`config.mk`:
```
export PLATFORM = sky130hd
export DESIGN_NAME = bpc_tester
export DESIGN_NICKNAME = d
export VERILOG_FILES = /design/src/bpc_pkg.sv /design/src/bpc_tester.sv /design/src/bpc_buf2.sv
export SDC_FILE = /design/constraint.sdc
export NUM_CORES = 1
export LEC_CHECK = 0
export ABC_CLOCK_PERIOD_IN_PS = 4000
export BUFFER_PORTS_ARGS = -buffer_cell sky130_fd_sc_hd__buf_2
export CAP_MARGIN = 20
export CORE_MARGIN = 1
export CORE_UTILIZATION = 45
export DETAILED_ROUTE_END_ITERATION = 8
export HOLD_SLACK_MARGIN = 0.08
export PLACE_DENSITY = 0.57
export SYNTH_ARGS = -nofsm -noshare
export SYNTH_HDL_FRONTEND = slang
export SYNTH_SLANG_ARGS = --single-unit
```
`constraint.sdc`:
```
create_clock -name clk_i -period 4 [get_ports clk_i]
set_input_delay 0.8 -clock clk_i [delete_from_list [all_inputs] [get_ports clk_i]]
set_output_delay 0.8 -clock clk_i [all_outputs]
set_load 0.01 [all_outputs]
```
`src/bpc_pkg.sv`:
```
// Purpose: Shared constants and types for the pattern tester configuration block
// Assumes: 8-bit register port, one bit per clock on each line path
// Notes: Offsets are byte addresses on the register port
package bpc_pkg;

    localparam int ADDR_W = 8;
    localparam int DATA_W = 8;

    // Register offsets
    localparam logic [7:0] OFF_ALT_RATE = 8'hDB;
    localparam logic [7:0] OFF_PAT0 = 8'hDC;
    localparam logic [7:0] OFF_PAT1 = 8'hDD;
    localparam logic [7:0] OFF_PAT2 = 8'hDE;
    localparam logic [7:0] OFF_PAT3 = 8'hDF;
    localparam logic [7:0] OFF_CTRL = 8'hE0;
    localparam logic [7:0] OFF_STATUS = 8'hE2;
    localparam logic [7:0] OFF_BITCNT0 = 8'hE3;
    localparam logic [7:0] OFF_BITCNT3 = 8'hE6;
    localparam logic [7:0] OFF_ERRCNT0 = 8'hE7;
    localparam logic [7:0] OFF_ERRCNT2 = 8'hE9;

    // Control field positions
    localparam int CTRL_LOAD_BIT = 7;
    localparam int CTRL_LATCH_BIT = 1;
    localparam int CTRL_RECEIVER_REALIGN_STROBE_BIT = 0;

    // Status field positions
    localparam int STAT_SYNC_BIT = 0;
    localparam int STAT_FULL_BIT = 1;

    // Reset values
    localparam logic [7:0] RST_ALT_RATE = 8'h00;
    localparam logic [31:0] RST_PAT = 32'h0000_0000;
    localparam logic [7:0] RST_CTRL = 8'h00;
    localparam logic [19:0] LFSR_SEED = 20'hFFFFF;

    // Timing counts, in bits received or sent
    localparam logic [5:0] SYNC_GOOD_BITS = 6'h20;
    localparam logic [2:0] SYNC_LOSS_ERRS = 3'h4;
    localparam logic [3:0] QRSS_MAX_ZEROS = 4'hE;
    localparam logic [4:0] REP_LAST_IDX = 5'h1F;
    localparam logic [3:0] ALT_LAST_IDX = 4'hF;

    typedef enum logic [2:0] {
        PAT_PRBS7 = 3'h0,
        PAT_PRBS11 = 3'h1,
        PAT_PRBS15 = 3'h2,
        PAT_QRSS = 3'h3,
        PAT_REPEAT = 3'h4,
        PAT_ALT_WORD = 3'h5,
        PAT_DALY = 3'h6,
        PAT_PRBS9 = 3'h7
    } bpc_sel_e;

    typedef enum logic {
        ST_HUNT,
        ST_SYNC
    } bpc_sync_e;

    // Bit layout of tester_control_one, bit 7 down to bit 0
    typedef struct packed {
        logic pattern_load_strobe;
        logic tx_invert_enable;
        logic rx_invert_enable;
        logic [2:0] pattern_select;
        logic count_latch_strobe;
        logic receiver_realign_strobe;
    } bpc_ctrl_s;

    // One beat on the transmit line path
    typedef struct packed {
        logic line_bit;
    } bpc_beat_s;

endpackage

```
`src/bpc_tester.sv`:
```
// Purpose: Pattern tester configuration, transmit generator and receive checker
// Assumes: One line bit per clock on each path; strobes on the register port are one cycle
// Notes: Control strobe bits act on rising edges of their stored value
//
// Implementation choice: the plain strobed port.
`timescale 1ns/10ps
module bpc_tester (
    input wire logic clk_i,
    input wire logic rst_n_i,
    input wire logic ce_i,
    input wire logic [7:0] addr_i,
    input wire logic [7:0] wdata_i,
    input wire logic wr_i,
    input wire logic rd_i,
    output logic [7:0] rdata_o,
    output logic tx_data_o,
    output logic tx_valid_o,
    input wire logic tx_ready_i,
    input wire logic rx_data_i,
    input wire logic rx_valid_i,
    output logic in_sync_o
);

    ////////////////////////////////////////////////////////////////////////////
    // Shared decode

    function automatic logic is_prbs(input logic [2:0] sel);
        is_prbs = !(sel == bpc_pkg::PAT_REPEAT || sel == bpc_pkg::PAT_ALT_WORD ||
                    sel == bpc_pkg::PAT_DALY);
    endfunction

    // Feedback bit of the selected polynomial on a 20-bit history
    function automatic logic prbs_fb(input logic [2:0] sel, input logic [19:0] s);
        case (sel)
            bpc_pkg::PAT_PRBS7: prbs_fb = s[6] ^ s[5];
            bpc_pkg::PAT_PRBS11: prbs_fb = s[10] ^ s[8];
            bpc_pkg::PAT_PRBS15: prbs_fb = s[14] ^ s[13];
            bpc_pkg::PAT_QRSS: prbs_fb = s[19] ^ s[16];
            bpc_pkg::PAT_PRBS9: prbs_fb = s[8] ^ s[4];
            default: prbs_fb = 1'b0;
        endcase
    endfunction

    ////////////////////////////////////////////////////////////////////////////
    // Register file

    logic [7:0] alt_rate_r;
    logic [31:0] pat_r;
    bpc_pkg::bpc_ctrl_s ctrl_r;
    logic load_pls_r;
    logic latch_pls_r;
    logic receiver_realign_strobe_pls_r;
    logic [7:0] rdata_r;
    logic [31:0] bit_lat_r;
    logic [23:0] err_lat_r;
    bpc_pkg::bpc_sync_e sync_st_r;
    logic buf_in_ready;

    wire wr_en = wr_i && ce_i;
    wire wr_alt = wr_en && (addr_i == bpc_pkg::OFF_ALT_RATE);
    wire wr_pat = wr_en && (addr_i >= bpc_pkg::OFF_PAT0) && (addr_i <= bpc_pkg::OFF_PAT3);
    wire [1:0] pat_byte = 2'(addr_i - bpc_pkg::OFF_PAT0);
    wire wr_ctrl = wr_en && (addr_i == bpc_pkg::OFF_CTRL);
    wire [7:0] ctrl_q = ctrl_r;

    // Rising edge of a strobe is judged against the stored value
    wire load_rise = wr_ctrl && wdata_i[bpc_pkg::CTRL_LOAD_BIT] && !ctrl_q[bpc_pkg::CTRL_LOAD_BIT];
    wire latch_rise = wr_ctrl && wdata_i[bpc_pkg::CTRL_LATCH_BIT] && !ctrl_q[bpc_pkg::CTRL_LATCH_BIT];
    wire receiver_realign_strobe_rise = wr_ctrl && wdata_i[bpc_pkg::CTRL_RECEIVER_REALIGN_STROBE_BIT] &&
                       !ctrl_q[bpc_pkg::CTRL_RECEIVER_REALIGN_STROBE_BIT];

    wire [7:0] status_q = {6'h00, !buf_in_ready, sync_st_r == bpc_pkg::ST_SYNC};
    wire [1:0] bc_idx = 2'(addr_i - bpc_pkg::OFF_BITCNT0);
    wire [1:0] ec_idx = 2'(addr_i - bpc_pkg::OFF_ERRCNT0);
    wire in_bc = (addr_i >= bpc_pkg::OFF_BITCNT0) && (addr_i <= bpc_pkg::OFF_BITCNT3);
    wire in_ec = (addr_i >= bpc_pkg::OFF_ERRCNT0) && (addr_i <= bpc_pkg::OFF_ERRCNT2);
    wire [7:0] rd_mux =
        (addr_i == bpc_pkg::OFF_ALT_RATE) ? alt_rate_r :
        (addr_i >= bpc_pkg::OFF_PAT0 && addr_i <= bpc_pkg::OFF_PAT3) ? pat_r[8*pat_byte +: 8] :
        (addr_i == bpc_pkg::OFF_CTRL) ? ctrl_q :
        (addr_i == bpc_pkg::OFF_STATUS) ? status_q :
        in_bc ? bit_lat_r[8*bc_idx +: 8] :
        in_ec ? err_lat_r[8*ec_idx +: 8] :
        8'h00;

    always_ff @(posedge clk_i) begin
        if (!rst_n_i) begin
            alt_rate_r <= bpc_pkg::RST_ALT_RATE;
            pat_r <= bpc_pkg::RST_PAT;
            ctrl_r <= bpc_pkg::RST_CTRL;
            load_pls_r <= 1'b0;
            latch_pls_r <= 1'b0;
            receiver_realign_strobe_pls_r <= 1'b0;
            rdata_r <= 8'h00;
        end else if (ce_i) begin
            if (wr_alt) begin
                alt_rate_r <= wdata_i;
            end
            if (wr_pat) begin
                pat_r[8*pat_byte +: 8] <= wdata_i;
            end
            if (wr_ctrl) begin
                ctrl_r <= wdata_i;
            end
            load_pls_r <= load_rise;
            latch_pls_r <= latch_rise;
            receiver_realign_strobe_pls_r <= receiver_realign_strobe_rise;
            // Read data stand only in the cycle after the strobe
            rdata_r <= rd_i ? rd_mux : 8'h00;
        end
    end

    assign rdata_o = rdata_r;

    ////////////////////////////////////////////////////////////////////////////
    // Transmit generator

    logic [2:0] tx_sel_r;
    logic [31:0] tx_pat_r;
    logic [19:0] tx_lfsr_r;
    logic [3:0] tx_zrun_r;
    logic [4:0] tx_idx_r;
    logic [7:0] tx_wcnt_r;
    logic tx_alt_hi_r;
    bpc_pkg::bpc_beat_s beat_in;
    bpc_pkg::bpc_beat_s beat_out;

    wire tx_fb = prbs_fb(tx_sel_r, tx_lfsr_r);
    // QRSS never sends more than fourteen zeros in a row
    wire qrss_force = (tx_sel_r == bpc_pkg::PAT_QRSS) && !tx_fb && (tx_zrun_r == bpc_pkg::QRSS_MAX_ZEROS);
    wire [4:0] alt_idx = {tx_alt_hi_r, tx_idx_r[3:0]};
    // Daly table is not held here, so that select sends all ones
    wire gen_bit = (tx_sel_r == bpc_pkg::PAT_REPEAT) ? tx_pat_r[tx_idx_r] :
                   (tx_sel_r == bpc_pkg::PAT_ALT_WORD) ? tx_pat_r[alt_idx] :
                   (tx_sel_r == bpc_pkg::PAT_DALY) ? 1'b1 :
                   (tx_fb | qrss_force);
    wire tx_push = buf_in_ready && ce_i;
    wire alt_word_end = (tx_sel_r == bpc_pkg::PAT_ALT_WORD) && (tx_idx_r[3:0] == bpc_pkg::ALT_LAST_IDX);

    assign beat_in.line_bit = gen_bit ^ ctrl_r.tx_invert_enable;

    always_ff @(posedge clk_i) begin
        if (!rst_n_i) begin
            tx_sel_r <= bpc_pkg::PAT_PRBS7;
            tx_pat_r <= bpc_pkg::RST_PAT;
            tx_lfsr_r <= bpc_pkg::LFSR_SEED;
            tx_zrun_r <= 4'h0;
            tx_idx_r <= 5'h00;
            tx_wcnt_r <= 8'h00;
            tx_alt_hi_r <= 1'b0;
        end else if (ce_i) begin
            if (load_pls_r) begin
                // The generator only changes pattern on a load
                tx_sel_r <= ctrl_r.pattern_select;
                tx_pat_r <= pat_r;
                tx_lfsr_r <= bpc_pkg::LFSR_SEED;
                tx_zrun_r <= 4'h0;
                tx_idx_r <= 5'h00;
                tx_wcnt_r <= 8'h00;
                tx_alt_hi_r <= 1'b0;
            end else if (tx_push) begin
                tx_lfsr_r <= {tx_lfsr_r[18:0], tx_fb};
                tx_zrun_r <= gen_bit ? 4'h0 : tx_zrun_r + 4'h1;
                tx_idx_r <= (tx_idx_r == bpc_pkg::REP_LAST_IDX) ? 5'h00 : tx_idx_r + 5'h01;
                if (alt_word_end) begin
                    // Each 16-bit word repeats rate plus one times before switching
                    if (tx_wcnt_r == alt_rate_r) begin
                        tx_wcnt_r <= 8'h00;
                        tx_alt_hi_r <= !tx_alt_hi_r;
                    end else begin
                        tx_wcnt_r <= tx_wcnt_r + 8'h01;
                    end
                end
            end
        end
    end

    // A stall on the line path holds the generator, so no bit is lost
    bpc_buf2 #(
        .WIDTH($bits(bpc_pkg::bpc_beat_s))
    ) u_txbuf (
        .clk_i(clk_i),
        .rst_n_i(rst_n_i),
        .ce_i(ce_i),
        .in_valid_i(1'b1),
        .in_ready_o(buf_in_ready),
        .in_data_i(beat_in),
        .out_valid_o(tx_valid_o),
        .out_ready_i(tx_ready_i),
        .out_data_o(beat_out)
    );

    assign tx_data_o = beat_out.line_bit;

    ////////////////////////////////////////////////////////////////////////////
    // Receive checker

    logic [31:0] rx_hist_r;
    logic [5:0] good_cnt_r;
    logic [2:0] bad_run_r;
    logic [31:0] bit_cnt_r;
    logic [23:0] err_cnt_r;

    wire rx_take = rx_valid_i && ce_i;
    wire rx_bit = rx_data_i ^ ctrl_r.rx_invert_enable;
    // Pseudorandom modes self-align on the received history; others predict with period 32
    wire rx_pred = is_prbs(ctrl_r.pattern_select) ?
                   prbs_fb(ctrl_r.pattern_select, rx_hist_r[19:0]) : rx_hist_r[31];
    wire rx_miss = rx_bit != rx_pred;
    wire in_sync = (sync_st_r == bpc_pkg::ST_SYNC);
    wire [31:0] bit_inc = {31'h0, rx_take && in_sync};
    wire [23:0] err_inc = {23'h0, rx_take && in_sync && rx_miss && (err_cnt_r != 24'hFFFFFF)};

    always_ff @(posedge clk_i) begin
        if (!rst_n_i) begin
            rx_hist_r <= 32'h0000_0000;
            good_cnt_r <= 6'h00;
            bad_run_r <= 3'h0;
            sync_st_r <= bpc_pkg::ST_HUNT;
        end else if (ce_i) begin
            if (rx_take) begin
                rx_hist_r <= {rx_hist_r[30:0], rx_bit};
            end
            if (receiver_realign_strobe_pls_r) begin
                sync_st_r <= bpc_pkg::ST_HUNT;
                good_cnt_r <= 6'h00;
                bad_run_r <= 3'h0;
            end else if (rx_take) begin
                case (sync_st_r)
                    bpc_pkg::ST_HUNT: begin
                        if (rx_miss) begin
                            good_cnt_r <= 6'h00;
                        end else if (good_cnt_r == bpc_pkg::SYNC_GOOD_BITS - 6'h01) begin
                            good_cnt_r <= 6'h00;
                            bad_run_r <= 3'h0;
                            sync_st_r <= bpc_pkg::ST_SYNC;
                        end else begin
                            good_cnt_r <= good_cnt_r + 6'h01;
                        end
                    end
                    bpc_pkg::ST_SYNC: begin
                        if (!rx_miss) begin
                            bad_run_r <= 3'h0;
                        end else if (bad_run_r == bpc_pkg::SYNC_LOSS_ERRS - 3'h1) begin
                            bad_run_r <= 3'h0;
                            sync_st_r <= bpc_pkg::ST_HUNT;
                        end else begin
                            bad_run_r <= bad_run_r + 3'h1;
                        end
                    end
                    default: sync_st_r <= bpc_pkg::ST_HUNT;
                endcase
            end
        end
    end

    // The bit arriving with the latch starts the new period, so none is lost
    always_ff @(posedge clk_i) begin
        if (!rst_n_i) begin
            bit_cnt_r <= 32'h0000_0000;
            err_cnt_r <= 24'h000000;
            bit_lat_r <= 32'h0000_0000;
            err_lat_r <= 24'h000000;
        end else if (ce_i) begin
            if (latch_pls_r) begin
                bit_lat_r <= bit_cnt_r;
                err_lat_r <= err_cnt_r;
                bit_cnt_r <= bit_inc;
                err_cnt_r <= {23'h0, rx_take && in_sync && rx_miss};
            end else begin
                bit_cnt_r <= bit_cnt_r + bit_inc;
                err_cnt_r <= err_cnt_r + err_inc;
            end
        end
    end

    assign in_sync_o = in_sync;

    ////////////////////////////////////////////////////////////////////////////
    // Checks

    a_alt_rate_store: assert property (@(posedge clk_i) disable iff (!rst_n_i)
        wr_alt |=> alt_rate_r == $past(wdata_i))
        else $error("alternating rate not stored");
    a_pat_byte0: assert property (@(posedge clk_i) disable iff (!rst_n_i)
        (wr_en && addr_i == bpc_pkg::OFF_PAT0) |=> pat_r[7:0] == $past(wdata_i))
        else $error("pattern byte 0 wrong");
    a_pat_byte1: assert property (@(posedge clk_i) disable iff (!rst_n_i)
        (wr_en && addr_i == bpc_pkg::OFF_PAT1) |=> pat_r[15:8] == $past(wdata_i))
        else $error("pattern byte 1 wrong");
    a_pat_byte2: assert property (@(posedge clk_i) disable iff (!rst_n_i)
        (wr_en && addr_i == bpc_pkg::OFF_PAT2) |=> pat_r[23:16] == $past(wdata_i))
        else $error("pattern byte 2 wrong");
    a_pat_byte3: assert property (@(posedge clk_i) disable iff (!rst_n_i)
        (wr_en && addr_i == bpc_pkg::OFF_PAT3) |=> pat_r[31:24] == $past(wdata_i))
        else $error("pattern byte 3 wrong");
    a_load_takes_pattern: assert property (@(posedge clk_i) disable iff (!rst_n_i)
        load_rise |=> ##1
        (tx_sel_r == $past(ctrl_r.pattern_select) && tx_pat_r == $past(pat_r) && tx_idx_r == 5'h00))
        else $error("load did not take pattern");
    a_tx_invert_out: assert property (@(posedge clk_i) disable iff (!rst_n_i)
        (tx_push && !load_pls_r && tx_sel_r == bpc_pkg::PAT_REPEAT) |->
        beat_in.line_bit == (tx_pat_r[tx_idx_r] ^ ctrl_r.tx_invert_enable))
        else $error("transmit inversion wrong");
    a_rx_invert_hist: assert property (@(posedge clk_i) disable iff (!rst_n_i)
        rx_take |=> rx_hist_r[0] == ($past(rx_data_i) ^ $past(ctrl_r.rx_invert_enable)))
        else $error("receive inversion wrong");
    a_daly_all_ones: assert property (@(posedge clk_i) disable iff (!rst_n_i)
        (tx_sel_r == bpc_pkg::PAT_DALY) |-> gen_bit)
        else $error("pattern select decode wrong");
    a_latch_clears: assert property (@(posedge clk_i) disable iff (!rst_n_i)
        (latch_pls_r && ce_i) |=> (bit_lat_r == $past(bit_cnt_r) && bit_cnt_r <= 32'h1))
        else $error("count latch wrong");
    a_receiver_realign_strobe_hunt: assert property (@(posedge clk_i) disable iff (!rst_n_i)
        (receiver_realign_strobe_rise) |=> ##1 (sync_st_r == bpc_pkg::ST_HUNT && good_cnt_r == 6'h00))
        else $error("receiver_realign_strobe did not restart hunt");
    a_strobe_single: assert property (@(posedge clk_i) disable iff (!rst_n_i)
        (load_pls_r && ce_i) |=> !load_pls_r)
        else $error("strobe pulse longer than one cycle");
    a_latch_single: assert property (@(posedge clk_i) disable iff (!rst_n_i)
        (latch_pls_r && ce_i) |=> !latch_pls_r)
        else $error("latch pulse longer than one cycle");
    a_held_no_pulse: assert property (@(posedge clk_i) disable iff (!rst_n_i)
        (wr_ctrl && ctrl_q[bpc_pkg::CTRL_LOAD_BIT]) |=> !load_pls_r)
        else $error("load pulse without rising bit");
    a_latch_err_copy: assert property (@(posedge clk_i) disable iff (!rst_n_i)
        (latch_pls_r && ce_i) |=> err_lat_r == $past(err_cnt_r))
        else $error("error count latch wrong");

endmodule

```
`src/bpc_buf2.sv`:
```
// Purpose: Two-entry buffer with valid and ready on both sides
// Assumes: Single clock, synchronous active-low reset
// Notes: Full and empty are exact; data out comes from a register
`timescale 1ns/10ps
module bpc_buf2 #(
    parameter int WIDTH = 1
) (
    input wire logic clk_i,
    input wire logic rst_n_i,
    input wire logic ce_i,
    input wire logic in_valid_i,
    output logic in_ready_o,
    input wire logic [WIDTH-1:0] in_data_i,
    output logic out_valid_o,
    input wire logic out_ready_i,
    output logic [WIDTH-1:0] out_data_o
);

    generate
        if (WIDTH < 1) begin : g_bad_width
            $error("bpc_buf2 needs WIDTH of at least one");
        end
    endgenerate

    logic [WIDTH-1:0] mem_r [2];
    logic wr_ptr_r;
    logic rd_ptr_r;
    logic [1:0] count_r;

    wire push = in_valid_i && in_ready_o && ce_i;
    wire pop = out_valid_o && out_ready_i && ce_i;

    assign in_ready_o = (count_r != 2'h2);
    assign out_valid_o = (count_r != 2'h0);
    assign out_data_o = mem_r[rd_ptr_r];

    always_ff @(posedge clk_i) begin
        if (!rst_n_i) begin
            wr_ptr_r <= 1'b0;
            rd_ptr_r <= 1'b0;
            count_r <= 2'h0;
            mem_r[0] <= '0;
            mem_r[1] <= '0;
        end else begin
            if (push) begin
                mem_r[wr_ptr_r] <= in_data_i;
                wr_ptr_r <= ~wr_ptr_r;
            end
            if (pop) begin
                rd_ptr_r <= ~rd_ptr_r;
            end
            count_r <= count_r + {1'b0, push} - {1'b0, pop};
        end
    end

endmodule

```
Word-level counts from Yosys, hierarchy flattened
Memory sizes are Yosys's and may differ from the RTL's. A register that Yosys moved wholly into a read port is not among the register bits.
Cells that the tools add are included.
{ "word_totals": {"ff_bits": 290, "in_bits": 24, "ram_bits": 2, "mem_count": 1, "out_inout_bits": 11, "word_cells": 218} }
{ "op_classes": {"eq_ne": 29, "muxes": 64, "shifts": 5, "magnitude_cmp": 8, "reduce_logical": 52, "n_addsub": 13, "bitwise": 16} }
{ "mem_list": {"columns": ["memory", "depth", "width", "rd", "rd_clocked_by_memory_dff", "write_ports", "line_no", "rtl"], "rows": [
  ["u_txbuf.mem_r", 2, 1, 1, 1, 2, "bpc_buf2.sv:25", "logic [WIDTH-1:0] mem_r [2];"]
]} }
{ "ops": {"columns": ["operator", "count"], "rows": [
  ["8-bit 2-to-1 mux", 11],
  ["32-bit by 6-bit indexed part select with 8-bit output", 2],
  ["20-bit 2-to-1 mux", 2],
  ["5-bit negator with 34-bit output", 1],
  ["8-bit by 34-bit variable shift with 32-bit output, first input constant", 1],
  ["8-bit by 34-bit indexed part select with 32-bit output", 1],
  ["32-bit by 1-bit adder with 32-bit output", 1],
  ["32-bit bitwise mux", 1],
  ["32-bit 2-to-1 mux", 1],
  ["6-bit 2-to-1 mux", 5],
  ["1-bit 2-to-1 mux", 25],
  ["24-bit by 1-bit adder with 24-bit output", 1],
  ["3-bit equality test, second input constant", 8],
  ["8-bit equality test, second input constant", 3],
  ["8-bit >= comparator, second input constant", 3],
  ["8-bit <= comparator, second input constant", 3],
  ["1-bit logical AND", 24],
  ["24-bit 2-to-1 mux", 1],
  ["24-bit != test, second input constant", 1],
  ["24-bit by 6-bit indexed part select with 8-bit output", 1],
  ["3-bit 2-to-1 mux", 6],
  ["2-bit AND reduction", 8],
  ["3-bit by 2-bit equality test with 1-bit output, second input constant", 5],
  ["5-bit 2-to-1 mux", 3],
  ["33 further kinds", 69]
]} }

Logic depth before layout (Yosys ltp)
Gate-level depths: netlist (run 1).
{ "logic_depth": {"ltp_word": 12, "depth_mapped": 13} }

Hierarchy
From an unflattened synthesis (run 1), not the netlist that was laid out.
{ "hier_totals": {"hier_cells": 1544, "area_unflattened_um2": 13314.0} }
{ "modules_own_cells": {"columns": ["mod", "area_each_um2", "n_inst", "cells_per_inst"], "rows": [
  ["bpc_tester", 12978.7, 1, 1511],
  ["bpc_buf2", 335.3, 1, 33]
]} }

Least setup slack after synthesis (run 1)
Ideal clock, no wire load.
{ "synth_timing": {"path_type": "input port to flip-flop", "startpoint": "input addr_i[0]", "endpoint": "register rdata_r[2], in the netlist rdata_o[2]", "setup_slack_ps": 247, "stages": 12, "arrival_ps": 3626, "cell_sequence": "buf_1 -> inv_2 -> ha_1 -> buf_1 -> clkbuf_1 -> mux2i_1 -> nor2_1 -> a21oi_1 -> o22ai_1 -> a221o_1 -> a222oi_1 -> nor2_1"} }
{ "synth_via": {"elab_chain_len": 9} }
{ "synth_rtl": {"columns": ["item", "line_no", "rtl"], "rows": [
  ["start, declared", "bpc_tester.sv:11", "input wire logic [7:0] addr_i,"],
  ["2-bit subtractor (tied with other cells)", "bpc_tester.sv:73, bpc_tester.sv:74", null],
  ["24-bit by 6-bit indexed part select with 8-bit output or 1-bit logical AND (tied branches)", "bpc_tester.sv:83, bpc_tester.sv:76", null],
  ["8-bit 2-to-1 mux", "bpc_tester.sv:83", "in_ec ? err_lat_r[8*ec_idx +: 8] :"],
  ["8-bit 2-to-1 mux", "bpc_tester.sv:82", "in_bc ? bit_lat_r[8*bc_idx +: 8] :"],
  ["8-bit 2-to-1 mux", "bpc_tester.sv:81", "(addr_i == bpc_pkg::OFF_STATUS) ? status_q :"],
  ["8-bit 2-to-1 mux", "bpc_tester.sv:80", "(addr_i == bpc_pkg::OFF_CTRL) ? ctrl_q :"],
  ["8-bit 2-to-1 mux", "bpc_tester.sv:79", "(addr_i >= bpc_pkg::OFF_PAT0 && addr_i <= bpc_pkg::OFF_PAT3) ? pat_r[8*pat_byte +: 8] :"],
  ["8-bit 2-to-1 mux *", "bpc_tester.sv:78", "(addr_i == bpc_pkg::OFF_ALT_RATE) ? alt_rate_r :"],
  ["8-bit 2-to-1 mux *", "bpc_tester.sv:109", "rdata_r <= rd_i ? rd_mux : 8'h00;"],
  ["end signal, assigned", "bpc_tester.sv:109", null],
  ["end, declared", "bpc_tester.sv:53", "logic [7:0] rdata_r;"]
]} }
Mark *: on every way between the ends. The rest lies on a longest branch, timed or not.
A chain may end at the register's enable or synchronous reset.

Worst setup path after layout (run 1)
{ "layout_timing": {"startpoint": "register ctrl_r (netlist bit ctrl_q[3])", "endpoint": "register err_cnt_r[20]"} }
{ "layout_via": {"elab_chain_len": 9} }
{ "layout_rtl": {"columns": ["item", "line_no", "rtl"], "rows": [
  ["start, declared", "bpc_tester.sv:49", "bpc_pkg::bpc_ctrl_s ctrl_r;"],
  ["start signal, assigned", "bpc_tester.sv:90", "ctrl_r <= bpc_pkg::RST_CTRL;"],
  ["start signal, assigned", "bpc_tester.sv:103", "ctrl_r <= wdata_i;"],
  ["branches (longest 3 deep; another with 1-bit case mux with 5 select lines)", null, null],
  ["1-bit 2-to-1 mux *", "bpc_tester.sv:207", "wire rx_pred = is_prbs(ctrl_r.pattern_select) ?"],
  ["1-bit != test *", "bpc_tester.sv:209", "wire rx_miss = rx_bit != rx_pred;"],
  ["1-bit logical AND * (2 in series)", "bpc_tester.sv:212", "wire [23:0] err_inc = {23'h0, rx_take && in_sync && rx_miss && (err_cnt_r != 24'hFFFFFF)};"],
  ["24-bit by 1-bit adder with 24-bit output *", "bpc_tester.sv:272", "err_cnt_r <= err_cnt_r + err_inc;"],
  ["24-bit 2-to-1 mux *", "bpc_tester.sv:265", "if (latch_pls_r) begin"],
  ["end signal, assigned", "bpc_tester.sv:269", "err_cnt_r <= {23'h0, rx_take && in_sync && rx_miss};"],
  ["end signal, assigned", "bpc_tester.sv:272", null],
  ["end, declared", "bpc_tester.sv:202", "logic [23:0] err_cnt_r;"]
]} }
Mark *: on every way between the ends.

==> results by group, run 1 <==
Synth
  • Synth Area per Inst: ~8.3 µm²
  • Distinct cell type count after synthesis: 60
  • Synth cell count leaders: 396 x nand2_1, 293 x dfxtp_1, 195 x a21oi_1
  • Synthesis Warnings: 0
  • Syn_nets: between 1,500 and 2,000
  • Post-Synthesis Cells: 1,545
  • Most frequent cell after synthesis: nand2_1
  • Number of synthesized flops with an enable pin: 0
  • Post-synth top area cell: dfxtp_1
  • Synth top area share: between 40% and 50%
  • Register area share after synthesis: between 40% and 50%
  • Async S/R FF share, synth: 0%
  • Area contributors post-synth: dfxtp_1 46%, nand2_1 12%, a21oi_1 7.6%
  • Synth Cell Area: between 10,000 and 15,000 µm²
  • Primary FF master, synth: dfxtp_1
  • Seq cells post-synth: 293

Worst setup path
  • FF-to-FF setup slack: around 0.64 ns
  • CP Capture Type: register
  • Req. time, crit path: 4.42 ns
  • Reg-to-reg startpoint: ctrl_q[3]
  • Critical path arrival: 3.78 ns
  • Critical path class: register to register
  • Worst Reg-to-Reg Cells: 12
  • Startpoint types: register
  • Reg2reg end: err_cnt_r[20]
  • Crit Path Max Fanout: 6

Die
  • Starting Density: a little under half
  • # IOs: 35
  • Die height: about 170 µm
  • Die area: between 20,000 and 30,000 µm²
  • Die W: between 150 and 200 µm
  • # rows: 61
  • Core Box Area: approximately 28,000 µm²

STA
  • Sum Neg Setup Slack: 0 ns
  • Fmax: 298 MHz
  • Final hold viol count: 0
  • Worst Setup Slack, final: roughly 0.64 ns
  • Slew margin rel.: between 40% and 50%
  • Final worst path period share: between 80 and 90%
  • Endpoints failing setup: 0
  • Clk_skew: 0.00881 ns
  • Final Critical Period: approximately 3.4 ns
  • Unrepaired setup endpoints after global routing: no
  • Slew @ Worst Pin: between 0.8 and 0.9 ns
  • Worst hold slack: between 0.4 and 0.5 ns
  • Slew Limit Fails: 0

Route
  • Vias/cell: about 5.5
  • Initial drt markers: just under 900
  • Drt wl/cell: 16.9 µm
  • Remaining antenna violation count: 0
  • Drt first pass iters: 5
  • DRC violations left: 0
  • Vias after detailed routing: approximately 11,000
  • Drt total wl: 33,100 µm

Worst hold path
  • Hold endpoint: rx_hist_r[30]
  • HP Class: register to register
  • Min-delay src: rx_hist_r[29]
  • Hold path cells: 2

Global routing
  • GRT overflow: 0
  • Pin count of the biggest net entering global routing: 68
  • Initial antenna violation count: 2
  • Gr usage total: 23.1%
  • Vias in the first global route: slightly below 10,000
  • Global-route wire length before repair: 53,100 µm

Place
  • IO Port Bufs: 34
  • Worst slack at placement: ~0.56 ns
  • Post-DP HPWL: roughly 23,000 µm
  • Gpl congestion: around 0.83
  • Placed insts: 1,896
  • Placed cell areas: about 13,000 µm²

Clock tree
  • # Post-CTS Setup Buffers: 0
  • Reg clk slew, reported paths: roughly 0.060 ns
  • Hold buffers post-CTS: 0
  • H-tree depth: 2
  • Worst-skew pair later-pin latency: approximately 0.5 ns
  • Clock sink count: slightly below 300
  • Clk root buf: clkbuf_16
  • CTS Buf Count: 34
  • Clock buffer depth: 3
  • CTS tree: done
  • Post-CTS sizing: 0

Power
  • PwrDens: approximately 460 nW/µm²
  • Final Power: around 6.6 mW
  • Leakage: ~5.1 nW
  • VDD IR max: 0.299 mV

Layout
  • Area grow syn2layout: 13.0%
  • Fraction of layout cells with a size suffix above 1: around a tenth
  • Final nets: around 1,600
  • Filler instances: approximately 2,700
  • Post-route design area: roughly 14,000 µm²
  • Fin util: around half
  • Final cell count without fillers: slightly below 2,000

Status
  • Status: finished clean

Flow run
  • Max-cap violations: 0
[report_power, final]
group	switching [mW]	internal, mW	total, mW
combinational	0.287	0.172	0.458
clock	1.20	1.94	3.13
sequential	0.0555	2.98	3.04
[worst max-delay path by stage]
stage                         start             to  slack [ns]  cells after the start
after global placement    rx_data_i  err_cnt_r[18]        0.60                     12
after floorplan           addr_i[0]     rdata_o[2]        0.25                     12
after global routing      ctrl_q[3]  err_cnt_r[20]        0.41                     12
final                     ctrl_q[3]  err_cnt_r[20]        0.64                     12
after CTS                 ctrl_q[3]  err_cnt_r[18]        0.65                     12
after detailed placement  rx_data_i  err_cnt_r[18]        0.56                     12
[per-layer routing]
layer	share of wire (%)	global-route usage, %	vias to the layer above
met5	0.039	0	-
met4	2.6	7.29	2
met3	5.1	3.53	59
met2	43	34.1	252
met1	49	34.3	5029
li1	-	-	5327
[layout by cell type, fill, tap and decap left out, drive strengths merged, types with 14 or more instances in the layout]
cell / instances
xor2: 44
clkbuf: 52
dfxtp: 293
nand4: 24
buf: 60
mux4: 28
a21oi: 195
and2: 19
nor3: 14
o21ai: 26
inv: 25
mux2i: 21
xnor2: 27
nand3: 82
or3: 17
and3: 17
nand2: 396
ha: 19
nor2: 113
[registers in the layout (all words and copies together), names as in the netlist, 2 cells and up, named ones only]
register and flops:
tx_lfsr_r 20, err_cnt_r 24, alt_rate_r 8, u_txbuf.count_r 2, tx_idx_r 5, good_cnt_r 6
ctrl_q 8, pat_r 32, tx_zrun_r 4, bad_run_r 3, tx_wcnt_r 8, bit_lat_r 32
rx_hist_r 32, u_txbuf.mem_r 2, tx_pat_r 32, tx_sel_r 3, bit_cnt_r 32, err_lat_r 24
rdata_o 8
[cell type report]
type / count / area (µm²) / area share (%)
diodes: 1 / 2.50 / 0.0174
clock buffers: 52 / 1050 / 7.30
clock inverters: 7 / 87.6 / 0.608
inverters: 26 / 103 / 0.712
multi-input cells: 1139 / 6460 / 44.9
flip-flops and latches: 293 / 5870 / 40.7
well taps: 378 / 473 / 3.28
repair buffers: 60 / 365 / 2.53
[critical path, stage by stage, from the launching register on]
cell and delay (ns):
dfxtp_1 0.48, mux4_2 0.53, mux2i_1 0.16, xor2_1 0.44, o311a_1 0.25, ha_1 0.19
ha_1 0.20, nand2_1 0.10, nor3_1 0.18, buf_4 0.17, nand2_1 0.11, or3_1 0.32
a21oi_1 0.14
[kinds of logic (layout without fill, tap and decap cells)]
| logic type | count (synthesis) | after routing | synth area share, % |
|---|---|---|---|
| adder cells (fa/ha/maj) | 19 | 19 | 1.86 |
| AND/OR/NAND/NOR | 715 | 715 | 24.4 |
| buffers and inverters | 113 | 145 | 3.38 |
| XOR/XNOR | 71 | 71 | 4.87 |
| AO/OA/AOI/OAI | 282 | 282 | 12.6 |
| flip-flops | 293 | 293 | 46.0 |
| multiplexers | 52 | 52 | 6.85 |
| other | 0 | 1 | 0 |
(Power assumes the default switching activity.)
==> run 2: changes to the inputs <==
- ABC_CLOCK_PERIOD_IN_PS: 4000 -> 2900
- PLACE_DENSITY: 0.57 -> 0.59
- clock period: 4 -> 2.9 ns (I/O delays scaled with it)
==> run 2 against run 1 <==
Effect of this change: cell area up 2.6%; setup slack lost 0.56 ns; non-clock buffer count increased by 26; critical path type unchanged; first-iteration DRC count is 1.1% lower; core utilization rose by 1.3 points; fmax increased by 19%; clock skew rose by 0.0095 ns; critical endpoint is now tx_zrun_r[2].
==> results by group, run 2 (synthesized netlist as in run 1, its figures left out) <==
Clock tree
  • CTS Buf Count: 34 (unchanged)
  • Worst-skew pair later-pin latency: 0.51 ns (about the same)
  • Reg clk slew, reported paths: 0.06 ns (about the same)
  • Clock buffer depth: 3 (unchanged)
  • Clk root buf: clkbuf_16
  • H-tree depth: 2 (unchanged)
  • CTS tree: done
  • Clock sink count: 293 (unchanged)

Place
  • Gpl congestion: 0.861 (+3.4%)
  • Placed cell areas: 13,600 µm² (+2.2%)
  • Post-DP HPWL: 22,400 µm (-1.1%)
  • IO Port Bufs: 34 (unchanged)

Layout
  • Filler instances: 2,714 (+1.4%)
  • Final nets: 1,623 (+1.6%)
  • Antenna cell count: 0 (-1)
  • Most frequent cells in the layout: 393 x nand2_1, 289 x dfxtp_1, 194 x a21oi_1, 112 x nor2_1, 80 x nand3_1
  • FF/Latch Area: 5870 µm² (+0.13%)
  • Area grow syn2layout: 15.9%
  • Fraction of layout cells with a size suffix above 1: 12.1% (+2.7 points)
  • Commonest non-fill, non-tap cell in the layout: nand2_1
  • Post-route design area: 14,800 µm² (+2.6%)
  • Multi-input logic area: 6580 µm² (+1.8%)

Route
  • M1 WL: 15,100 µm (-7.4%)
  • Max Used Layer: met4
  • Vias/cell: 5.40 (-0.99%)
  • Initial drt markers: 871 (-1.1%)
  • Metal3 WL: 1290 µm (-24%)
  • Drt wl/cell: 16.4 µm (-3.0%)
  • Met2 WL post-DR: 14,900 µm (+5.4%)
  • DRC violations left: 0 (unchanged)
  • Drt first pass iters: 5 (unchanged)
  • Remaining antenna violation count: 0 (unchanged)
  • Drt total wl: 32,600 µm (-1.7%)
  • Vias after detailed routing: 10,700 (+0.37%)

STA
  • Final hold viol count: 0 (unchanged)
  • Worst hold slack: 0.416 ns (-0.0338 ns)
  • Slew @ Worst Pin: 0.750 ns (-0.121 ns)
  • Final Critical Period: 2.81 ns (-0.545 ns)
  • Endpoints failing setup: 0 (unchanged)
  • Slew margin rel.: 49.6% (+7.9 points)
  • Final worst path period share: 97.0% (+13 points)
  • Clk_skew: 0.0183 ns (+0.00954 ns)
  • Slew Limit Fails: 0 (unchanged)
  • Fmax: 356 MHz (+19%)
  • Unrepaired setup endpoints after global routing: yes

Die
  • Core Box Area: 27,900 µm² (unchanged)
  • Die W: 170 µm (unchanged)
  • Die height: 170 µm (unchanged)
  • Starting Density: 45.8% (unchanged)
  • # IOs: 35 (unchanged)
  • Die area: 29,000 µm² (unchanged)
  • # rows: 61 (unchanged)

Global routing
  • GRT overflow: 0 (unchanged)
  • Pin count of the biggest net entering global routing: 98 (+44%)
  • Global-route wire length before repair: 52,600 µm (-0.81%)
  • Initial antenna violation count: 0 (-2)
  • Gr usage total: 22.7% (-0.35 points)
  • Vias in the first global route: 9,990 (+3.3%)

Worst setup path
  • Cell family with most CP delay: multiplexers
  • FF-to-FF setup slack: 0.09 ns (-0.56 ns)
  • CP cell instances: buf_12 -> mux4_2 -> mux4_2 -> a22o_1 -> or3_1 -> a21o_1 -> or3b_1 -> a31oi_1
  • Worst Reg-to-Reg Cells: 8 (-4)
  • Crit path launch: tx_idx_r[1]
  • CP peak stage delay: 0.50 ns (-0.03 ns)
  • Crit Path Max Fanout: 8 (+2)
  • Cell mode on critical path: mux4_2
  • Reg2reg end: tx_zrun_r[2]
  • Critical path depth in cells: 8 (-4)
  • Critical path arrival: 3.25 ns (-0.53 ns)
  • CP Capture Type: register
  • Critical path class: register to register
  • Reg-to-reg startpoint: tx_idx_r[1]
  • CP max stage cell: mux4_2
  • Bufs and invs on worst path: 1 (unchanged)
  • Critical Path End: tx_zrun_r[2]
  • Req. time, crit path: 3.33 ns (-1.09 ns)
  • Startpoint types: register

Power
  • Comb pwr share: 7.4% (+0.5 points)
  • Clk pwr share: 46.8% (-0.5 points)
  • Internal: 6.99 mW (+37%)
  • PwrDens: 617 nW/µm² (+34%)
  • VDD IR max: 0.368 mV (+23%)
  • Reg power frac: 45.8% (about the same)
  • Leakage: 5.31 nW (+3.8%)
  • Switching Share: 23.4% (+0.18 points)
  • Psw: 2.13 mW (+39%)

Worst hold path
  • HP Class: input port to register

Flow run
  • Max-cap violations: 0 (unchanged)

Status
  • Status: finished clean
## run 2: worst register-to-register path, stage by stage (launching register included)
cell	delay, ns
dfxtp_4	0.36
buf_12	0.13
mux4_2	0.48
mux4_2	0.50
a22o_1	0.24
or3_1	0.31
a21o_1	0.21
or3b_1	0.36
a31oi_1	0.15
## run 2: routing by layer
metal / global-route usage (%) / vias to the layer above
met3: 3.09 / 68
met1: 30.3 / 5077
met4: 9.40 / 0
li1: - / 5373
met5: 0 / -
met2: 36.9 / 191
## run 2: power by group through the flow
stage | Combinational [mW] | Clock, mW | Sequential (mW)
3_5_place_dp | 0.669 | 0 | 4.27
2_1_floorplan | 0.468 | 0 | 4.25
4_1_cts | 0.671 | 4.37 | 4.18
3_3_place_gp | 0.658 | 0 | 4.27
6_report | 0.679 | 4.27 | 4.18
5_1_grt | 0.748 | 4.52 | 4.19
## run 2: timing repair
item	4_1_cts	5_1_grt
pin swaps	0	6
setup buffers	0	5
setup endpoints to repair	1	10
hold buffers	0	0
gates cloned	0	0
resized for setup	1	12
## run 2: worst min path at each step
stage / end / startpoint / slack [ns] / depth (start not counted)
floorplan: rx_hist_r[8] / rx_hist_r[7] / 0.42 / 2
global placement: rx_hist_r[23] / rx_hist_r[22] / 0.44 / 2
detailed placement: rx_hist_r[8] / rx_hist_r[7] / 0.44 / 2
CTS: ctrl_q[1] / wdata_i[1] / 0.40 / 3
global route: ctrl_q[0] / wdata_i[0] / 0.42 / 3
finish: ctrl_q[1] / wdata_i[1] / 0.42 / 3
## run 2: layout make-up
type	count	share of cell area, %
clock inverters	6	0.415
well taps	378	3.20
flip-flops and latches	293	39.7
multi-input cells	1139	44.5
clock buffers	55	7.24
inverters	26	0.694
repair buffers	86	4.24
## run 2: metrics by stage
step	setup TNS, ns	instances	util [%]	setup WS [ns]	total power [mW]
after CTS	0	1978	52.8	0.00119	9.23
after global routing	-0.248	1983	53.1	-0.0562	9.47
final	0	1983	53.1	0.0880	9.13
after detailed placement	0	1917	48.7	0.0204	4.94
after floorplan	-0.0473	1545	-	-0.0388	4.72
after global placement	0	1917	48.7	0.0315	4.92
==> run 3: changes to the inputs <==
- CTS_BUF_LIST: unset -> sky130_fd_sc_hd__clkbuf_4
==> run 3 against run 2 <==
Effect of this change: global-route usage increased by 0.51 points; sequential cell count unchanged; clock skew increased by 0.022 ns; fmax decreased by 0.93%; non-clock buffer count decreased by 2; clock power decreased by 12%; setup slack got worse by 0.026 ns; core utilization decreased by 0.41 points; die area unchanged; via count increased by 3.0%; critical path type unchanged; cell count increased by 4.1%; total power decreased by 5.8%.
==> results by group, run 3 (synthesized netlist as in run 1, its figures left out) <==
Layout
  • Fin util: 52.7% (-0.41 points)
  • Most frequent cells in the layout: 393 x nand2_1, 290 x dfxtp_1, 195 x a21oi_1, 123 x clkbuf_4, 110 x nor2_1
  • Fraction of layout cells with a size suffix above 1: 16.0% (+3.9 points)
  • Area grow syn2layout: 15.0%
  • Filler instances: 2,798 (+3.1%)
  • FF/Latch Area: 5870 µm² (about the same)
  • Commonest non-fill, non-tap cell in the layout: nand2_1
  • Final nets: 1,669 (+2.8%)
  • Final cell count without fillers: 2,065 (+4.1%)
  • Multi-input logic area: 6580 µm² (about the same)

Power
  • Leakage: 5.36 nW (+0.99%)
  • Switching Share: 25.7% (+2.3 points)
  • Comb pwr share: 7.8% (+0.4 points)
  • Reg power frac: 48.6% (+2.8 points)
  • Internal: 6.39 mW (-8.6%)
  • Psw: 2.21 mW (+3.6%)
  • Clk pwr share: 43.6% (-3.2 points)
  • VDD IR max: 0.331 mV (-10%)
  • Final Power: 8.60 mW (-5.8%)
  • PwrDens: 586 nW/µm² (-5.0%)

STA
  • Final hold viol count: 0 (unchanged)
  • Clk_skew: 0.0408 ns (+0.0225 ns)
  • Unrepaired setup endpoints after global routing: yes
  • Fmax: 352 MHz (-0.93%)
  • Worst hold slack: 0.258 ns (-0.158 ns)
  • Slew Limit Fails: 0 (unchanged)
  • Slew @ Worst Pin: 0.712 ns (-0.0382 ns)
  • Final Critical Period: 2.84 ns (+0.0263 ns)
  • Final worst path period share: 97.9% (+0.91 points)
  • Sum Neg Setup Slack: 0 ns (unchanged)
  • Endpoints failing setup: 0 (unchanged)
  • Slew margin rel.: 52.1% (+2.4 points)

Worst setup path
  • Startpoint types: register
  • Reg-to-reg startpoint: rx_hist_r[16]
  • CP Capture Type: register
  • Crit Path Max Fanout: 3 (-5)
  • FF-to-FF setup slack: 0.06 ns (-0.03 ns)
  • Req. time, crit path: 3.44 ns (+0.11 ns)
  • Critical path class: register to register
  • Critical path arrival: 3.38 ns (+0.13 ns)
  • Crit path launch: rx_hist_r[16]

Die
  • Die W: 170 µm (unchanged)
  • Die area: 29,000 µm² (unchanged)
  • # rows: 61 (unchanged)
  • Die height: 170 µm (unchanged)
  • Core Box Area: 27,900 µm² (unchanged)
  • # IOs: 35 (unchanged)
  • Starting Density: 45.8% (unchanged)

Clock tree
  • Hold buffers post-CTS: 0 (unchanged)
  • CTS tree: done
  • H-tree depth: 3 (+1)
  • Reg clk slew, reported paths: 0.06 ns (about the same)
  • Clock sink count: 293 (unchanged)
  • CTS Buf Count: 82 (+140%)
  • Worst-skew pair later-pin latency: 0.70 ns (+0.19 ns)
  • Clock buffer depth: 3 (unchanged)
  • Clk root buf: clkbuf_4

Global routing
  • Gr usage total: 23.2% (+0.51 points)
  • Pin count of the biggest net entering global routing: 98 (unchanged)
  • Initial antenna violation count: 2 (+2)
  • Global-route wire length before repair: 53,600 µm (+1.9%)
  • GRT overflow: 0 (unchanged)
  • Vias in the first global route: 10,400 (+3.8%)

Route
  • Drt wl/cell: 16.1 µm (-2.0%)
  • Drt total wl: 33,200 µm (+2.0%)
  • Initial drt markers: 748 (-14%)
  • Vias after detailed routing: 11,000 (+3.0%)
  • Vias/cell: 5.34 (-1.1%)
  • Drt first pass iters: 5 (unchanged)
  • DRC violations left: 0 (unchanged)
  • Remaining antenna violation count: 0 (unchanged)

Status
  • Status: finished clean

Place
  • IO Port Bufs: 34 (unchanged)
  • Gpl congestion: 0.861 (unchanged)
  • Placed insts: 1,917 (unchanged)
  • Post-DP HPWL: 22,400 µm (unchanged)

Worst hold path
  • HP Class: input port to register
  • Min-delay src: wdata_i[1]

Flow run
  • Max-cap violations: 0 (unchanged)
[run 3: cell types whose count changed in the layout (fill, tap and decap cells not counted), sizes merged]
cell    before  now
buf         86   84
diode        0    2
clkbuf      55  123
clkinv       4   16
inv         26   28
[run 3: area by class of cell]
class	count	share of cell area (%)
multi-input cells	1139	44.8
flip-flops and latches	293	40.0
clock buffers	123	6.29
repair buffers	84	4.14
well taps	378	3.22
clock inverters	20	0.733
inverters	26	0.699
diodes	2	0.0341
[run 3: critical path, stage by stage (launching register included)]
cell     delay (ns)
dfxtp_2        0.32
xor2_1         0.16
mux4_2         0.51
mux2i_4        0.20
xor2_2         0.20
o311a_1        0.24
ha_4           0.18
nand3_4        0.10
nor3_4         0.15
nand3_2        0.10
or3_4          0.33
xor2_1         0.13
nor2_1         0.05
[run 3: power groups by stage]
stage,logic [mW],registers [mW],clock network [mW]
final,0.671,4.18,3.75
after global routing,0.739,4.19,4.08
after CTS,0.672,4.18,3.86
after detailed placement,0.669,4.27,0
after global placement,0.658,4.27,0
after floorplan,0.468,4.25,0
[run 3: per-layer routing]
layer	share of wire, %	up-vias	track usage [%]	wire length [µm]
met5	0	-	0	0
met4	3.5	0	10.1	1170
met3	4.6	75	4.77	1540
met2	46	252	37.3	15300
met1	46	5191	30.2	15200
li1	-	5515	-	-
[run 3: metrics by stage]
stage	cell area, µm²	worst slack [ns]
5_1_grt	14700	-0.106
4_1_cts	14600	0.0128
6_report	14700	0.0617
2_1_floorplan	12800	-0.0388
3_3_place_gp	13600	0.0315
3_5_place_dp	13600	0.0204
[run 3: path summary, 6_finish.rpt]
check	to	cells after the start
max	err_cnt_r[23]	12
min	ctrl_q[1]	3
max reg2reg	err_cnt_r[23]	12
min reg2reg	rx_hist_r[12]	2
[run 3: what timing repair did]
| item | 4_1_cts | 5_1_grt |
|---|---|---|
| setup buffers | 0 | 3 |
| setup endpoints to repair | 3 | 10 |
| pin swaps | 0 | 3 |
| gates cloned | 0 | 0 |
| hold endpoints to repair | 0 | 0 |
| resized for setup | 2 | 10 |
